[src/prs_consts.svh]
// timing counts, widths and encodings for the pin reset sequencer
`ifndef PRS_CONSTS_SVH
`define PRS_CONSTS_SVH
// on-chip oscillator settling interval in ns, and the clock period in ns
`define PRS_OSC_SETTLE_NS     1000
`define PRS_CLK_PERIOD_NS     100
// settle count in cycles, least time rounded up
`define PRS_OSC_SETTLE_CYC    ((`PRS_OSC_SETTLE_NS + `PRS_CLK_PERIOD_NS - 1) / `PRS_CLK_PERIOD_NS)
// counter width for settle and pulse-length counters
`define PRS_CNT_W             16
// reset vector address width and default vector location
`define PRS_VEC_AW            20
`define PRS_VEC_ADDR          20'hffffc
// reset source encodings, one bit each in the cause word
`define PRS_SRC_PIN           0
`define PRS_SRC_BROWNOUT      1
`define PRS_SRC_SOFTWARE      2
`define PRS_SRC_WATCHDOG      3
`define PRS_SRC_OSCSTOP       4
`define PRS_SRC_N             5
`endif

[src/prs_pkg.sv]
// types shared by the pin reset sequencer
`include "prs_consts.svh"
package prs_pkg;
   // sequencer phases
   typedef enum logic [2:0] {
      PRS_HOLD,
      PRS_SETTLE,
      PRS_VECTOR,
      PRS_RUN
   } prs_state_t;
   // reset outputs that travel together toward the core
   typedef struct packed {
      logic pins_rst;
      logic cpu_rst;
      logic periph_rst;
      logic osc_rst;
      logic osc_sel_onchip;
   } prs_rst_bus_t;
   // status toward the core
   typedef struct packed {
      logic [`PRS_SRC_N-1:0] cause;
      logic                  hw_reset;
      logic                  ram_undefined;
      logic                  short_pulse;
   } prs_stat_t;
endpackage

[src/prs_pin_reset_seq.sv]
// pin reset sequencer: sequences the external reset pin into core resets
//
// Overview of operation
// five reset sources, pin and brown-out hardware
// pin low holds pins, cpu, registers reset
// pin low also resets oscillator circuit
// after pin reset on-chip oscillator clocks cpu
// release cpu and registers on pin rise
// cpu fetches reset vector after release
// internal ram never cleared by pin reset
// reset during ram write marks ram undefined
// supervisor holds pin low for settle time
// power-on: supply then settle waits before release
// pin synchronised; assert fast, release synchronously
// settle count parameter; flag too-short pulses
`timescale 1ns/1ps
`default_nettype none
`include "prs_consts.svh"
module prs_pin_reset_seq
   import prs_pkg::*;
#(
   parameter int SETTLE_CYC = `PRS_OSC_SETTLE_CYC,
   parameter int VEC_AW     = `PRS_VEC_AW
) (
   // clock and reset
   input  wire logic                ref_clk_i,
   input  wire logic                srst_i,
   // external reset pin, active low, asynchronous
   input  wire logic                reset_pin_n_i,
   // other reset requests from the core, same clock, one-cycle pulses or levels
   input  wire logic                brownout_rst_i,
   input  wire logic                software_rst_i,
   input  wire logic                watchdog_rst_i,
   input  wire logic                oscstop_rst_i,
   // ram write in progress, same clock
   input  wire logic                ram_wr_busy_i,
   // on-chip oscillator running flag
   input  wire logic                osc_running_i,
   // reset outputs
   output prs_pkg::prs_rst_bus_t    rst_o,
   // vector fetch request and address
   output logic                     vec_fetch_o,
   output logic [VEC_AW-1:0]        vec_addr_o,
   // status
   output prs_pkg::prs_stat_t       stat_o
);
   import prs_pkg::*;

   // elaboration check on parameters
   if (SETTLE_CYC < 1 || SETTLE_CYC >= (1 << `PRS_CNT_W) || VEC_AW < 1) begin : g_bad
      $error("prs_pin_reset_seq: unsupported parameter value");
   end

   localparam logic [`PRS_CNT_W-1:0] SETTLE_MAX = `PRS_CNT_W'(SETTLE_CYC - 1);

   logic pin_n_s;                  // synchronised pin level, low while pin is low
   logic pin_low_s;                // synchronised pin, high while pin is low
   logic pin_low_d_r;              // previous sample for edge detection
   prs_state_t state_r, state_nxt;
   logic [`PRS_CNT_W-1:0] cnt_r, cnt_nxt;         // settle counter
   logic [`PRS_CNT_W-1:0] pulse_r, pulse_nxt;     // pin low length, saturating
   logic [`PRS_SRC_N-1:0] cause_r, cause_nxt;     // last reset cause
   logic ram_undef_r, ram_undef_nxt;              // sticky ram-undefined flag
   logic short_r, short_nxt;                      // pulse shorter than settle
   logic rst_req;                                 // any source asking for reset
   logic pin_rise;                                // synchronised low-to-high

   // pin synchroniser; the raw pin goes straight into the first flop and is
   // inverted only after the second; reset state reads as pin low so core stays held
   prs_sync #(
      .RESET_VAL(1'b0)
   ) u_pin_sync (
      .ref_clk_i(ref_clk_i),
      .srst_i   (srst_i),
      .async_i  (reset_pin_n_i),
      .sync_o   (pin_n_s)
   );
   assign pin_low_s = ~pin_n_s;

   // hardware sources are pin and brown-out; the others are soft resets
   function automatic logic is_hw(input logic [`PRS_SRC_N-1:0] c);
      is_hw = c[`PRS_SRC_PIN] | c[`PRS_SRC_BROWNOUT];
   endfunction

   assign rst_req  = pin_low_s | brownout_rst_i | software_rst_i
                     | watchdog_rst_i | oscstop_rst_i;
   assign pin_rise = pin_low_d_r & ~pin_low_s;

   // next-state for the sequencer
   always_comb begin
      state_nxt     = state_r;
      cnt_nxt       = cnt_r;
      pulse_nxt     = pulse_r;
      cause_nxt     = cause_r;
      ram_undef_nxt = ram_undef_r;
      short_nxt     = short_r;
      if (rst_req) begin
         // any source drops straight back to hold, no clock count needed
         state_nxt = PRS_HOLD;
         cnt_nxt   = '0;
         cause_nxt = {oscstop_rst_i, watchdog_rst_i, software_rst_i,
                      brownout_rst_i, pin_low_s};
         // reset landing on a ram write spoils the ram contents
         if (ram_wr_busy_i && state_r == PRS_RUN) begin
            ram_undef_nxt = 1'b1;
         end
         if (pin_low_s) begin
            if (state_r != PRS_HOLD || !pin_low_d_r) begin
               pulse_nxt = `PRS_CNT_W'(1);
            end else if (pulse_r != '1) begin
               pulse_nxt = pulse_r + `PRS_CNT_W'(1);
            end
         end
      end else begin
         case (state_r)
            PRS_HOLD: begin
               // pin rise ends the pulse; judge its length
               if (pin_rise) begin
                  short_nxt = (pulse_r <= SETTLE_MAX);
               end
               state_nxt = PRS_SETTLE;
            end
            PRS_SETTLE: begin
               // wait for the on-chip oscillator to settle
               if (osc_running_i && cnt_r == SETTLE_MAX) begin
                  state_nxt = PRS_VECTOR;
               end else if (cnt_r != SETTLE_MAX) begin
                  cnt_nxt = cnt_r + `PRS_CNT_W'(1);
               end
            end
            PRS_VECTOR: begin
               state_nxt = PRS_RUN;
            end
            PRS_RUN: begin
               state_nxt = PRS_RUN;
            end
            default: begin
               state_nxt = PRS_HOLD;
            end
         endcase
      end
   end

   // sequencer registers
   always_ff @(posedge ref_clk_i) begin
      if (srst_i) begin
         state_r     <= PRS_HOLD;
         cnt_r       <= '0;
         // reset counts as a long pulse, so the forced rise after reset never flags short
         pulse_r     <= '1;
         cause_r     <= `PRS_SRC_N'(1);
         ram_undef_r <= 1'b0;
         short_r     <= 1'b0;
         pin_low_d_r <= 1'b1;
      end else begin
         state_r     <= state_nxt;
         cnt_r       <= cnt_nxt;
         pulse_r     <= pulse_nxt;
         cause_r     <= cause_nxt;
         ram_undef_r <= ram_undef_nxt;
         short_r     <= short_nxt;
         pin_low_d_r <= pin_low_s;
      end
   end

   // reset bus; pins follow the pin directly, core waits for settle
   always_comb begin
      rst_o.pins_rst       = pin_low_s | (state_r == PRS_HOLD);
      rst_o.cpu_rst        = (state_r != PRS_RUN) && (state_r != PRS_VECTOR);
      rst_o.periph_rst     = (state_r == PRS_HOLD) || (state_r == PRS_SETTLE);
      rst_o.osc_rst        = (state_r == PRS_HOLD) && is_hw(cause_r);
      rst_o.osc_sel_onchip = 1'b1;   // on-chip oscillator after every reset R4
   end

   // vector request is a one-cycle pulse; ram is never touched here R7
   assign vec_fetch_o = (state_r == PRS_VECTOR);
   assign vec_addr_o  = VEC_AW'(`PRS_VEC_ADDR);
   assign stat_o.cause         = cause_r;
   assign stat_o.hw_reset      = is_hw(cause_r);
   assign stat_o.ram_undefined = ram_undef_r;
   assign stat_o.short_pulse   = short_r;

   // vector fetch comes exactly one cycle after settle completes
   a_vec_after_settle: assert property (@(posedge ref_clk_i) disable iff (srst_i)
      (state_r == PRS_SETTLE && !rst_req && osc_running_i && cnt_r == SETTLE_MAX)
      |=> vec_fetch_o)
      else $error("vector fetch missing after settle");
   // settle never ends while the oscillator is still stopped
   a_osc_wait: assert property (@(posedge ref_clk_i) disable iff (srst_i)
      (state_r == PRS_SETTLE && !osc_running_i) |=> !vec_fetch_o)
      else $error("settle ended before oscillator ran");
   // cpu held while synchronised pin is low
   a_cpu_held_low: assert property (@(posedge ref_clk_i) disable iff (srst_i)
      pin_low_s |=> rst_o.cpu_rst && rst_o.periph_rst && rst_o.pins_rst)
      else $error("core not held during pin low");
   // oscillator circuit reset during pin reset
   a_osc_reset_pin: assert property (@(posedge ref_clk_i) disable iff (srst_i)
      pin_low_s |=> rst_o.osc_rst)
      else $error("oscillator not reset by pin");
   // release follows a pin rise through settle then vector
   a_release_order: assert property (@(posedge ref_clk_i) disable iff (srst_i)
      $fell(rst_o.cpu_rst) |-> $past(state_r) == PRS_SETTLE)
      else $error("cpu released outside settle exit");
   // peripheral registers come out of reset only together with the vector fetch
   a_periph_release: assert property (@(posedge ref_clk_i) disable iff (srst_i)
      $fell(rst_o.periph_rst) |-> vec_fetch_o)
      else $error("registers released outside vector fetch");
   // vector fetch is one cycle and cpu runs right after
   a_vec_pulse: assert property (@(posedge ref_clk_i) disable iff (srst_i)
      vec_fetch_o && !rst_req |=> !vec_fetch_o && !rst_o.cpu_rst)
      else $error("vector fetch not single pulse");
   // settle lasts at least the settle count
   a_settle_len: assert property (@(posedge ref_clk_i) disable iff (srst_i)
      $rose(vec_fetch_o) |-> $past(cnt_r) == SETTLE_MAX)
      else $error("settle shorter than count");
   // ram flag set when reset hits a running write
   a_ram_undef: assert property (@(posedge ref_clk_i) disable iff (srst_i)
      (rst_req && ram_wr_busy_i && state_r == PRS_RUN) |=> stat_o.ram_undefined)
      else $error("ram undefined flag not set");
   // pin low makes pin the recorded cause, a hardware reset
   a_cause_pin: assert property (@(posedge ref_clk_i) disable iff (srst_i)
      pin_low_s |=> stat_o.cause[`PRS_SRC_PIN] && stat_o.hw_reset)
      else $error("pin cause not recorded");
   // any request forces hold within one cycle, no counting
   a_fast_assert: assert property (@(posedge ref_clk_i) disable iff (srst_i)
      rst_req |=> state_r == PRS_HOLD)
      else $error("reset request not immediate");
endmodule
`default_nettype wire

[src/prs_sync.sv]
// two-flop synchroniser for a pin level
`timescale 1ns/1ps
`default_nettype none
module prs_sync #(
   parameter logic RESET_VAL = 1'b0
) (
   // clock and reset
   input  wire logic ref_clk_i,
   input  wire logic srst_i,
   // pin and synchronised level
   input  wire logic async_i,
   output logic      sync_o
);
   logic meta_r;   // first stage, read only by the second
   logic sync_r;   // second stage
   // two stages; reset value is a constant
   always_ff @(posedge ref_clk_i) begin
      if (srst_i) begin
         meta_r <= RESET_VAL;
         sync_r <= RESET_VAL;
      end else begin
         meta_r <= async_i;
         sync_r <= meta_r;
      end
   end
   assign sync_o = sync_r;
endmodule
`default_nettype wire

[config.mk]
export PLATFORM = sky130hd
export DESIGN_NAME = prs_pin_reset_seq
export DESIGN_NICKNAME = d
export VERILOG_FILES = /design/src/prs_pkg.sv /design/src/prs_pin_reset_seq.sv /design/src/prs_sync.sv
export VERILOG_INCLUDE_DIRS = /design/src
export SDC_FILE = /design/constraint.sdc
export NUM_CORES = 1
export LEC_CHECK = 0
export ABC_CLOCK_PERIOD_IN_PS = 1900
export BUFFER_PORTS_ARGS = -buffer_cell sky130_fd_sc_hd__clkbuf_2
export CORE_AREA = 2 2 74 76
export DETAILED_ROUTE_END_ITERATION = 12
export DIE_AREA = 0 0 76 78
export PLACE_DENSITY = 0.7
export SYNTH_ARGS = -nofsm -noshare
export SYNTH_HDL_FRONTEND = slang
export SYNTH_SLANG_ARGS = --single-unit
export TNS_END_PERCENT = 10
[constraint.sdc]
create_clock -name ref_clk_i -period 1.9 [get_ports ref_clk_i]
set_input_delay 0.285 -clock ref_clk_i [delete_from_list [all_inputs] [get_ports ref_clk_i]]
set_output_delay 0.285 -clock ref_clk_i [all_outputs]
set_load 0.01 [all_outputs]
==> results of run 1 <==
## cells in the final DEF, fill, tap and decap left out, types with 3 or more instances in the layout
cell type and count:
dfxtp_1 42, nor2_1 26, buf_4 25, conb_1 21, clkbuf_2 21, nand2_1 19, inv_1 16, nand4_1 16
a21oi_1 13, nand3_1 10, nor4_1 9, a41oi_1 9, o211ai_1 7, o21ai_0 6, and4_1 6, nor3_1 5
or4_1 5, ha_1 5, clkbuf_8 5, xor2_1 4, a21o_1 4, o31ai_1 4, and2_1 3, and3_1 3
nor4b_1 3, a31oi_1 3, o32a_1 3
## state kept, by name, summed over array words and instances (netlist names)
name,flops
ram_undef_r,1
state_r,2
cause_r,5
cnt_r,16
u_pin_sync.meta_r,1
pulse_r,16
pin_low_d_r,1
short_r,1
u_pin_sync.sync_o,1
## logic make-up after synthesis
kind of cell	share of synthesized area
adder cells (fa/ha/maj)	0.0254
buffers and inverters	0.124
other	0.00305
flip-flops	0.358
AO/OA/AOI/OAI	0.188
XOR/XNOR	0.0214
AND/OR/NAND/NOR	0.281
## final timing paths
| check | endpoint | cells past startpoint | start |
|---|---|---|---|
| max | cnt_r[12] | 4 | u_pin_sync.sync_o |
| min | u_pin_sync.meta_r | 2 | reset_pin_n_i |
| max reg2reg | cnt_r[12] | 4 | u_pin_sync.sync_o |
| min reg2reg | u_pin_sync.sync_o | 1 | u_pin_sync.meta_r |
## through the flow
stage / setup slack (ns) / cells / util / cell area, µm² / setup TNS (ns)
2_1_floorplan: -0.0438 / 318 / - / 2530 / -0.155
3_3_place_gp: -0.134 / 392 / 0.528 / 2660 / -0.563
3_5_place_dp: -0.157 / 392 / 0.528 / 2660 / -0.691
4_1_cts: 0.0796 / 400 / 0.551 / 2780 / 0
5_1_grt: -0.0108 / 401 / 0.553 / 2790 / -0.0108
6_report: 0.0452 / 401 / 0.553 / 2790 / 0
## cell type report
class / count / area, µm²
Fill cell: 482 / 2250
Multi-Input combinational cell: 217 / 1360
Sequential cell: 44 / 883
Timing Repair Buffer: 46 / 293
Tap cell: 70 / 87.6
Clock buffer: 5 / 68.8
Inverter: 16 / 60.1
Clock inverter: 3 / 42.5
## power by group
group | switching [µW] | internal, µW
clock network | 333 | 389
registers | 228 | 1080
logic | 827 | 643
## layer usage
| layer | global-route usage | routed length (µm) |
|---|---|---|
| met1 | 0.250 | 2550 |
| met2 | 0.312 | 2660 |
| met3 | 0.0349 | 216 |
| met4 | 0.0764 | 64 |
| met5 | 0 | 0 |
## what timing repair did
action	in CTS	in global routing
setup endpoints to repair	3	1
setup buffers	0	1
hold buffers	0	0
pin swaps	0	3
gates resized for setup	1	3
==> impl_metrics.ini, run 1 <==
[yosys]
async_flop_share = 0
ys_seq_area_frac = 0.358
synthCells = 299
ys.flop_type = dfxtp_1
yosys.cell_types.count = 50
synth_common_cells = dfxtp_1 (44), nor2_1 (26), buf_4 (24)
synth_top_area_frac = 0.358
syn_avg_cell_area_um2 = 8.23
synthTopCellsByArea = dfxtp_1 (36%), buf_4 (7.3%), nand4_1 (4.1%), nor2_1 (4.0%), a41oi_1 (3.2%)
syn_area_um2 = 2460
yosys_warnings = 0
post-synth-top-count-cell = dfxtp_1
yosysTopAreaCell = dfxtp_1
ys_ff_latch = 44
synth_edf_count = 0

[worst_setup_path]
required_ns = 2.15
crit_slowest_cell = or4_1
critical_path.max_stage_delay_ns = 0.51
crit_type = flip-flop to flip-flop
worstSetupEndpointType = flip-flop
cp_cell_sequence = or4b_4, or3_4, or4_1, nand2_1
cp_max_fo = 8
path_delay_family = simple AND/OR/NAND/NOR gates
path_buf_inv = 0
cp-start-kind = flip-flop
crit_arrival_ns = 2.11
r2r_setup_slack_ns = 0.05

[timing]
setup-violations-final = 0
hold_viol_final = 0
fin_hold_ws_ns = 0.202
fin_crit_ns = 1.85
rsz0062_at_grt = true
fin_skew_ns = 0.00805
final.period_utilization = 0.976
max_freq_mhz = 539
drv_slew = 0

[drt]
routed_wl_um = 5490
drt_iter0_markers = 109
viasPerCell = 5.68
ant_nets = 0
dr_total_vias = 2277
wl_per_cell_um = 13.7
dr.pass1.iters = 4
drc_errors = 0

[clock_tree]
clkTransAtPathRegs_ns = 0.09
clock-sinks = 44
clock_path_buffers = 2
clock_latency_ns = 0.30
cts_tree = yes
htreeDepth = 2
cts_inserted_buffers = 5
clock-root-buffer = clkbuf_8

[final_layout]
diodes = 0
drive_gt1_frac = 0.196
area_delta_synth_final_pct = 13.4
nets = 344

[global_route]
antenna_found_initial = 0
grtUsageTotal = 0.191
grt_max_degree = 21
grt_pass1_vias = 2094
overflow = 0
grt_pass1_wl_um = 9280

[floorplanning]
start_util = 0.488
dieArea_um2 = 5930
core-area_um2 = 5040
ioPinCount = 43
die_h_um = 78
rows = 26
fp.dieW_um = 76

[power_and_ir_drop]
ir_drop_uv = 986
p_leak_uw = 0.00116
p_per_area_nw_per_um2 = 1250
finalPower_uw = 3500

[hold_path]
hold_class = primary input to flip-flop

[status]
status = completed

[job]
cap_viol_max_count = 0

[place]
hpwl_um = 4050
routabilityCongestion = 0.941
place.port_buffers = 21
No activity file was read; power rests on OpenSTA's default activity.
==> run 2: changes to the inputs <==
--- a/config.mk
+++ b/config.mk
@@ -6,12 +6,13 @@
 export SDC_FILE = /design/constraint.sdc
 export NUM_CORES = 1
 export LEC_CHECK = 0
+export ABC_AREA = 1
 export ABC_CLOCK_PERIOD_IN_PS = 1900
 export BUFFER_PORTS_ARGS = -buffer_cell sky130_fd_sc_hd__clkbuf_2
-export CORE_AREA = 2 2 74 76
+export CORE_AREA = 2 2 76 78
 export DETAILED_ROUTE_END_ITERATION = 12
-export DIE_AREA = 0 0 76 78
-export PLACE_DENSITY = 0.7
+export DIE_AREA = 0 0 78 80
+export PLACE_DENSITY = 0.71
 export SYNTH_ARGS = -nofsm -noshare
 export SYNTH_HDL_FRONTEND = slang
 export SYNTH_SLANG_ARGS = --single-unit
==> run 2 against run 1 <==
Net effect: global-route usage fell by 1.1 points; power fell by 12%; clock-buffer cell count did not move; first-iteration DRC count rose by 3.7%; critical path type unchanged; largest cell class unchanged.
==> impl_metrics.ini, run 2 <==
[clock_tree]
clock-sinks = 44
htreeDepth = 2
post-cts-setup-buffers = 0
postCtsHoldBufs = 0
clock-root-buffer = clkbuf_8
clkTransAtPathRegs_ns = 0.08
cts_inserted_buffers = 5
clock_path_buffers = 2
clock_latency_ns = 0.29
cts_tree = yes
cts_resized = 0

[timing]
final.period_utilization = 0.862
tightest_slew_ns = 0.493
fin_crit_ns = 1.64
max-slew-margin-rel = 0.669
setup-violations-final = 0
drv_slew = 0
hold_viol_final = 0
setup-tns-final_ns = 0
rsz0062_at_grt = false
fin_skew_ns = 0.00612
max_freq_mhz = 610

[yosys]
synth_common_cells = nand2_1 (107), nor2_1 (50), dfxtp_1 (44), inv_1 (44), nand3_1 (30)
ys_ff_latch = 44
ys.flop_type = dfxtp_1
synth_edf_count = 0
syn_avg_cell_area_um2 = 6.71
synth_top_area_frac = 0.329
yosysTopAreaCell = dfxtp_1
synthTopCellsByArea = dfxtp_1 (33%), nand2_1 (15%), buf_4 (7.0%), nor2_1 (7.0%), inv_1 (6.2%)
syn_area_um2 = 2680
yosys.cell_types.count = 33
post-synth-top-count-cell = nand2_1
ys_seq_area_frac = 0.329
async_flop_share = 0
synthCells = 399
yosys_warnings = 0

[global_route]
antenna_found_initial = 0
grt_pass1_wl_um = 9190
overflow = 0
grtUsageTotal = 0.180
grt_max_degree = 17
grt_pass1_vias = 2086

[final_layout]
layout_commonest_cell = nand2_1
top_regs = cnt_r (16), pulse_r (16), cause_r (5)
fill_cells = 546
nets = 434
area_delta_synth_final_pct = 5.60
drive_gt1_frac = 0.129
mostFrequentLayoutCells = nand2_1 (107), nor2_1 (50), inv_1 (44), dfxtp_1 (44), nand3_1 (30)
diodes = 0

[power_and_ir_drop]
p_leak_uw = 0.00131
finalPower_uw = 3070
ir_drop_uv = 484
p_per_area_nw_per_um2 = 1080

[drt]
wl_per_cell_um = 10.5
drc_errors = 0
dr.pass1.iters = 4
ant_nets = 0
viasPerCell = 4.79
drt_iter0_markers = 113
routed_wl_um = 5170
dr_total_vias = 2356

[floorplanning]
core-area_um2 = 5410
start_util = 0.496
rows = 27
ioPinCount = 43
dieArea_um2 = 6240
fp.dieW_um = 78
die_h_um = 80

[worst_setup_path]
worstSetupEndpointType = flip-flop
crit_arrival_ns = 1.85
cp_max_fo = 11
crit_type = flip-flop to flip-flop
required_ns = 2.11
cp-start-kind = flip-flop

[place]
routabilityCongestion = 0.875
place.port_buffers = 21
hpwl_um = 3910

[job]
cap_viol_max_count = 0

[hold_path]
hold_class = primary input to flip-flop

[status]
status = completed
==> run 2: changes by cell type after synthesis, sizes merged, moves of 7 or more <==
cell / change
clkbuf: -14
nor4: -10
nor2: +31
nand3: +21
xor2: +7
a41oi: -9
inv: +29
nand2: +97
==> run 2: final cells by class <==
cell class                 instances  area [µm²]  area share
tap                               72        90.1      0.0318
timing repair buffer              27         150      0.0531
inverter                          47         176      0.0624
clock inverter                     2        12.5     0.00442
clock buffer                       5        68.8      0.0243
sequential                        44         881       0.311
multi-input combinational        295        1450       0.513
==> run 2: power breakdown <==
part / internal [µW] / total, µW / switching (µW)
combinational: 453 / 1200 / 751
sequential: 1080 / 1300 / 222
clock: 249 / 563 / 314
total: 1780 / 3070 / 1290
==> run 2: cells by family (layout without fill, tap and decap cells) <==
| group | count (synthesis) | count (layout) | share of synthesized area |
|---|---|---|---|
| AOI/OAI and AO/OA | 34 | 34 | 0.0705 |
| other | 2 | 21 | 0.00280 |
| buffers and inverters | 79 | 81 | 0.156 |
| xor gates and xnor gates | 15 | 15 | 0.0490 |
| adders and majority gates | 5 | 5 | 0.0234 |
| and+or+nand+nor | 220 | 220 | 0.369 |
| DFF | 44 | 44 | 0.329 |
==> run 2: final timing paths <==
| kind | start | endpoint | cells past startpoint | slack (ns) |
|---|---|---|---|---|
| setup / recovery | cnt_r[0] | state_r[1] | 7 | 0.26 |
| hold / removal | reset_pin_n_i | u_pin_sync.meta_r | 3 | 0.18 |
| setup reg to reg | cnt_r[0] | state_r[1] | 7 | 0.26 |
| hold reg to reg | u_pin_sync.meta_r | u_pin_sync.sync_o | 2 | 0.40 |
==> run 2: critical path, stage by stage, from the launching register on <==
cell and delay (ns):
dfxtp_1 0.41, ha_1 0.17, nand3_1 0.07, nor2_1 0.17, nand2_2 0.14, nand2_1 0.32
o21ai_0 0.15, nor3_1 0.14
==> run 2: layer usage <==
layer | vias up | global-route usage | share of wire
met5 | - | 0 | 0
met4 | 0 | 0.0509 | 0.0052
met3 | 2 | 0.0396 | 0.049
met2 | 57 | 0.296 | 0.44
met1 | 1052 | 0.238 | 0.50
li1 | 1245 | - | -
==> run 2: stage by stage <==
stage	util	hold slack, ns	cell area (µm²)	std cells	setup slack [ns]
6_report	0.523	0.179	2830	492	0.262
3_3_place_gp	0.508	0.395	2750	485	0.317
5_1_grt	0.523	0.177	2830	492	0.0231
3_5_place_dp	0.508	0.392	2750	485	0.261
4_1_cts	0.523	0.170	2830	492	0.243
2_1_floorplan	-	0.388	2750	418	0.466
==> run 3: changes to the inputs <==
--- a/config.mk
+++ b/config.mk
@@ -8,10 +8,11 @@
 export LEC_CHECK = 0
 export ABC_AREA = 1
 export ABC_CLOCK_PERIOD_IN_PS = 1900
-export BUFFER_PORTS_ARGS = -buffer_cell sky130_fd_sc_hd__clkbuf_2
-export CORE_AREA = 2 2 76 78
+export BUFFER_PORTS_ARGS = -buffer_cell sky130_fd_sc_hd__buf_2
+export CORE_AREA = 2 2 106 57
 export DETAILED_ROUTE_END_ITERATION = 12
-export DIE_AREA = 0 0 78 80
+export DIE_AREA = 0 0 108 59
+export GPL_ROUTABILITY_DRIVEN = 0
 export PLACE_DENSITY = 0.71
 export SYNTH_ARGS = -nofsm -noshare
 export SYNTH_HDL_FRONTEND = slang
==> run 3 against run 2 <==
Net effect: routed wire length shrank 1.2%; non-clock buffer count is the same; critical path depth is the same; flip-flop and latch count is the same; combinational power is essentially flat; via count shrank 2.6%; sequential power is essentially flat; first-iteration DRC count shrank 58%; power grew 4.4%; cell count grew 0.41%; critical path type unchanged; largest power group unchanged; highest routed layer unchanged.
==> impl_metrics.ini, run 3 (synthesis gave the netlist of run 2 again) <==
[worst_setup_path]
crit_type = flip-flop to flip-flop
cp-start-kind = flip-flop
crit_slowest_cell = dfxtp_1
worstSetupEndpointType = flip-flop
crit_arrival_ns = 1.84
cp_cell_sequence = ha_1, nand3_1, nor2_1, nand2_2, nand2_1, o21ai_0, nor3_1
required_ns = 2.13
critical_path.max_stage_delay_ns = 0.40
cp_max_fo = 11

[global_route]
grtUsageMet2 = 0.317
busiest_layer = met2
antenna_found_initial = 0
grt_pass1_vias = 2067
overflow = 0
use_met1 = 0.214
met3_usage = 0.0484
grt_pass1_wl_um = 8870
grt_max_degree = 17
grtUsageTotal = 0.178

[clock_tree]
cts_resized = 0
clock_latency_ns = 0.30
clock-sinks = 44
clkTransAtPathRegs_ns = 0.08
postCtsHoldBufs = 0
post-cts-setup-buffers = 0
htreeDepth = 2
clock_path_buffers = 2
cts_inserted_buffers = 5
clock-root-buffer = clkbuf_8
cts_tree = yes

[final_layout]
diodes = 0
area_delta_synth_final_pct = 6.63
nets = 434
fin_cells = 494
mostFrequentLayoutCells = nand2_1 (107), nor2_1 (50), inv_1 (44), dfxtp_1 (44), nand3_1 (30)
drive_gt1_frac = 0.128
top_regs = cnt_r (16), pulse_r (16), cause_r (5)
layout_commonest_cell = nand2_1
utilization = 0.534

[place]
placed_cells = 486
hpwl_um = 3850
place.port_buffers = 21
detailedPlace.worstSlack_ns = 0.308

[timing]
fin_crit_ns = 1.61
drv_slew = 0
hold_viol_final = 0
max_freq_mhz = 621
worst_slack_ns = 0.289
setup-tns-final_ns = 0
fin_hold_ws_ns = 0.184
rsz0062_at_grt = false
final.period_utilization = 0.848
setup-violations-final = 0
fin_skew_ns = 0.00494

[floorplanning]
fp.dieW_um = 108
start_util = 0.501
dieArea_um2 = 6370
die_h_um = 59
ioPinCount = 43
rows = 19
core-area_um2 = 5350

[power_and_ir_drop]
p_leak_uw = 0.00132
p_clk_frac = 0.222
p_sw_uw = 1280
internal_power_uw = 1920
pwr-share-seq = 0.405
ir_drop_uv = 503
swShare = 0.399
p_per_area_nw_per_um2 = 1120
comb_power_share = 0.373

[drt]
dr.pass1.iters = 4
routed_wl_um = 5110
drt_iter0_markers = 48
drc_errors = 0
ant_nets = 0
viasPerCell = 4.64
wl_per_cell_um = 10.3
dr_total_vias = 2294

[job]
cap_viol_max_count = 0

[hold_path]
hold_class = primary input to flip-flop

[status]
status = completed
## run 3: cell count changes in the layout (fill, tap and decap cells not counted), sizes merged
cell	change
bufinv	+1
clkbuf	-20
buf	+21
clkinvlp	-1
## run 3: final timing paths
path	startpoint	end	slack, ns	depth (start not counted)
worst min-delay path	reset_pin_n_i	u_pin_sync.meta_r	0.18	3
worst min register to register	u_pin_sync.meta_r	u_pin_sync.sync_o	0.41	2
worst max register to register	cnt_r[0]	state_r[1]	0.29	7
worst max-delay path	cnt_r[0]	state_r[1]	0.29	7
## run 3: critical path: cells and delay by family (launching register included)
kind / cells / cell delay, ns
AND/OR/NAND/NOR: 5 / 0.82
flip-flops: 1 / 0.40
adder cells (fa/ha/maj): 1 / 0.17
AO/OA/AOI/OAI: 1 / 0.14
## run 3: stage by stage
step / total power (µW) / area [µm²]
3_5_place_dp: 2510 / 2750
4_1_cts: 3240 / 2860
3_3_place_gp: 2500 / 2750
5_1_grt: 3480 / 2860
2_1_floorplan: 2360 / 2750
6_report: 3200 / 2860
## run 3: metal layers
metal  routed length [µm]  vias up
li1                     -     1238
met1                 2440     1023
met2                 2450       29
met3                  177        4
met4                   42        0
met5                    0        -
## run 3: area by class of cell
cell class              count  area, µm²
fillers                   554       2490
multi-input cells         295       1450
well taps                  73       91.3
clock buffers               6       72.6
flip-flops and latches     44        881
clock inverters             2       35.0
repair buffers             27        150
inverters                  47        176
## run 3: power groups by stage
stage | Clock (µW) | Sequential (µW) | Combinational (µW)
final | 710 | 1300 | 1190
after global routing | 769 | 1330 | 1390
after CTS | 740 | 1290 | 1210
after detailed placement | 0 | 1310 | 1190
after global placement | 0 | 1310 | 1180
after floorplan | 0 | 1250 | 1110
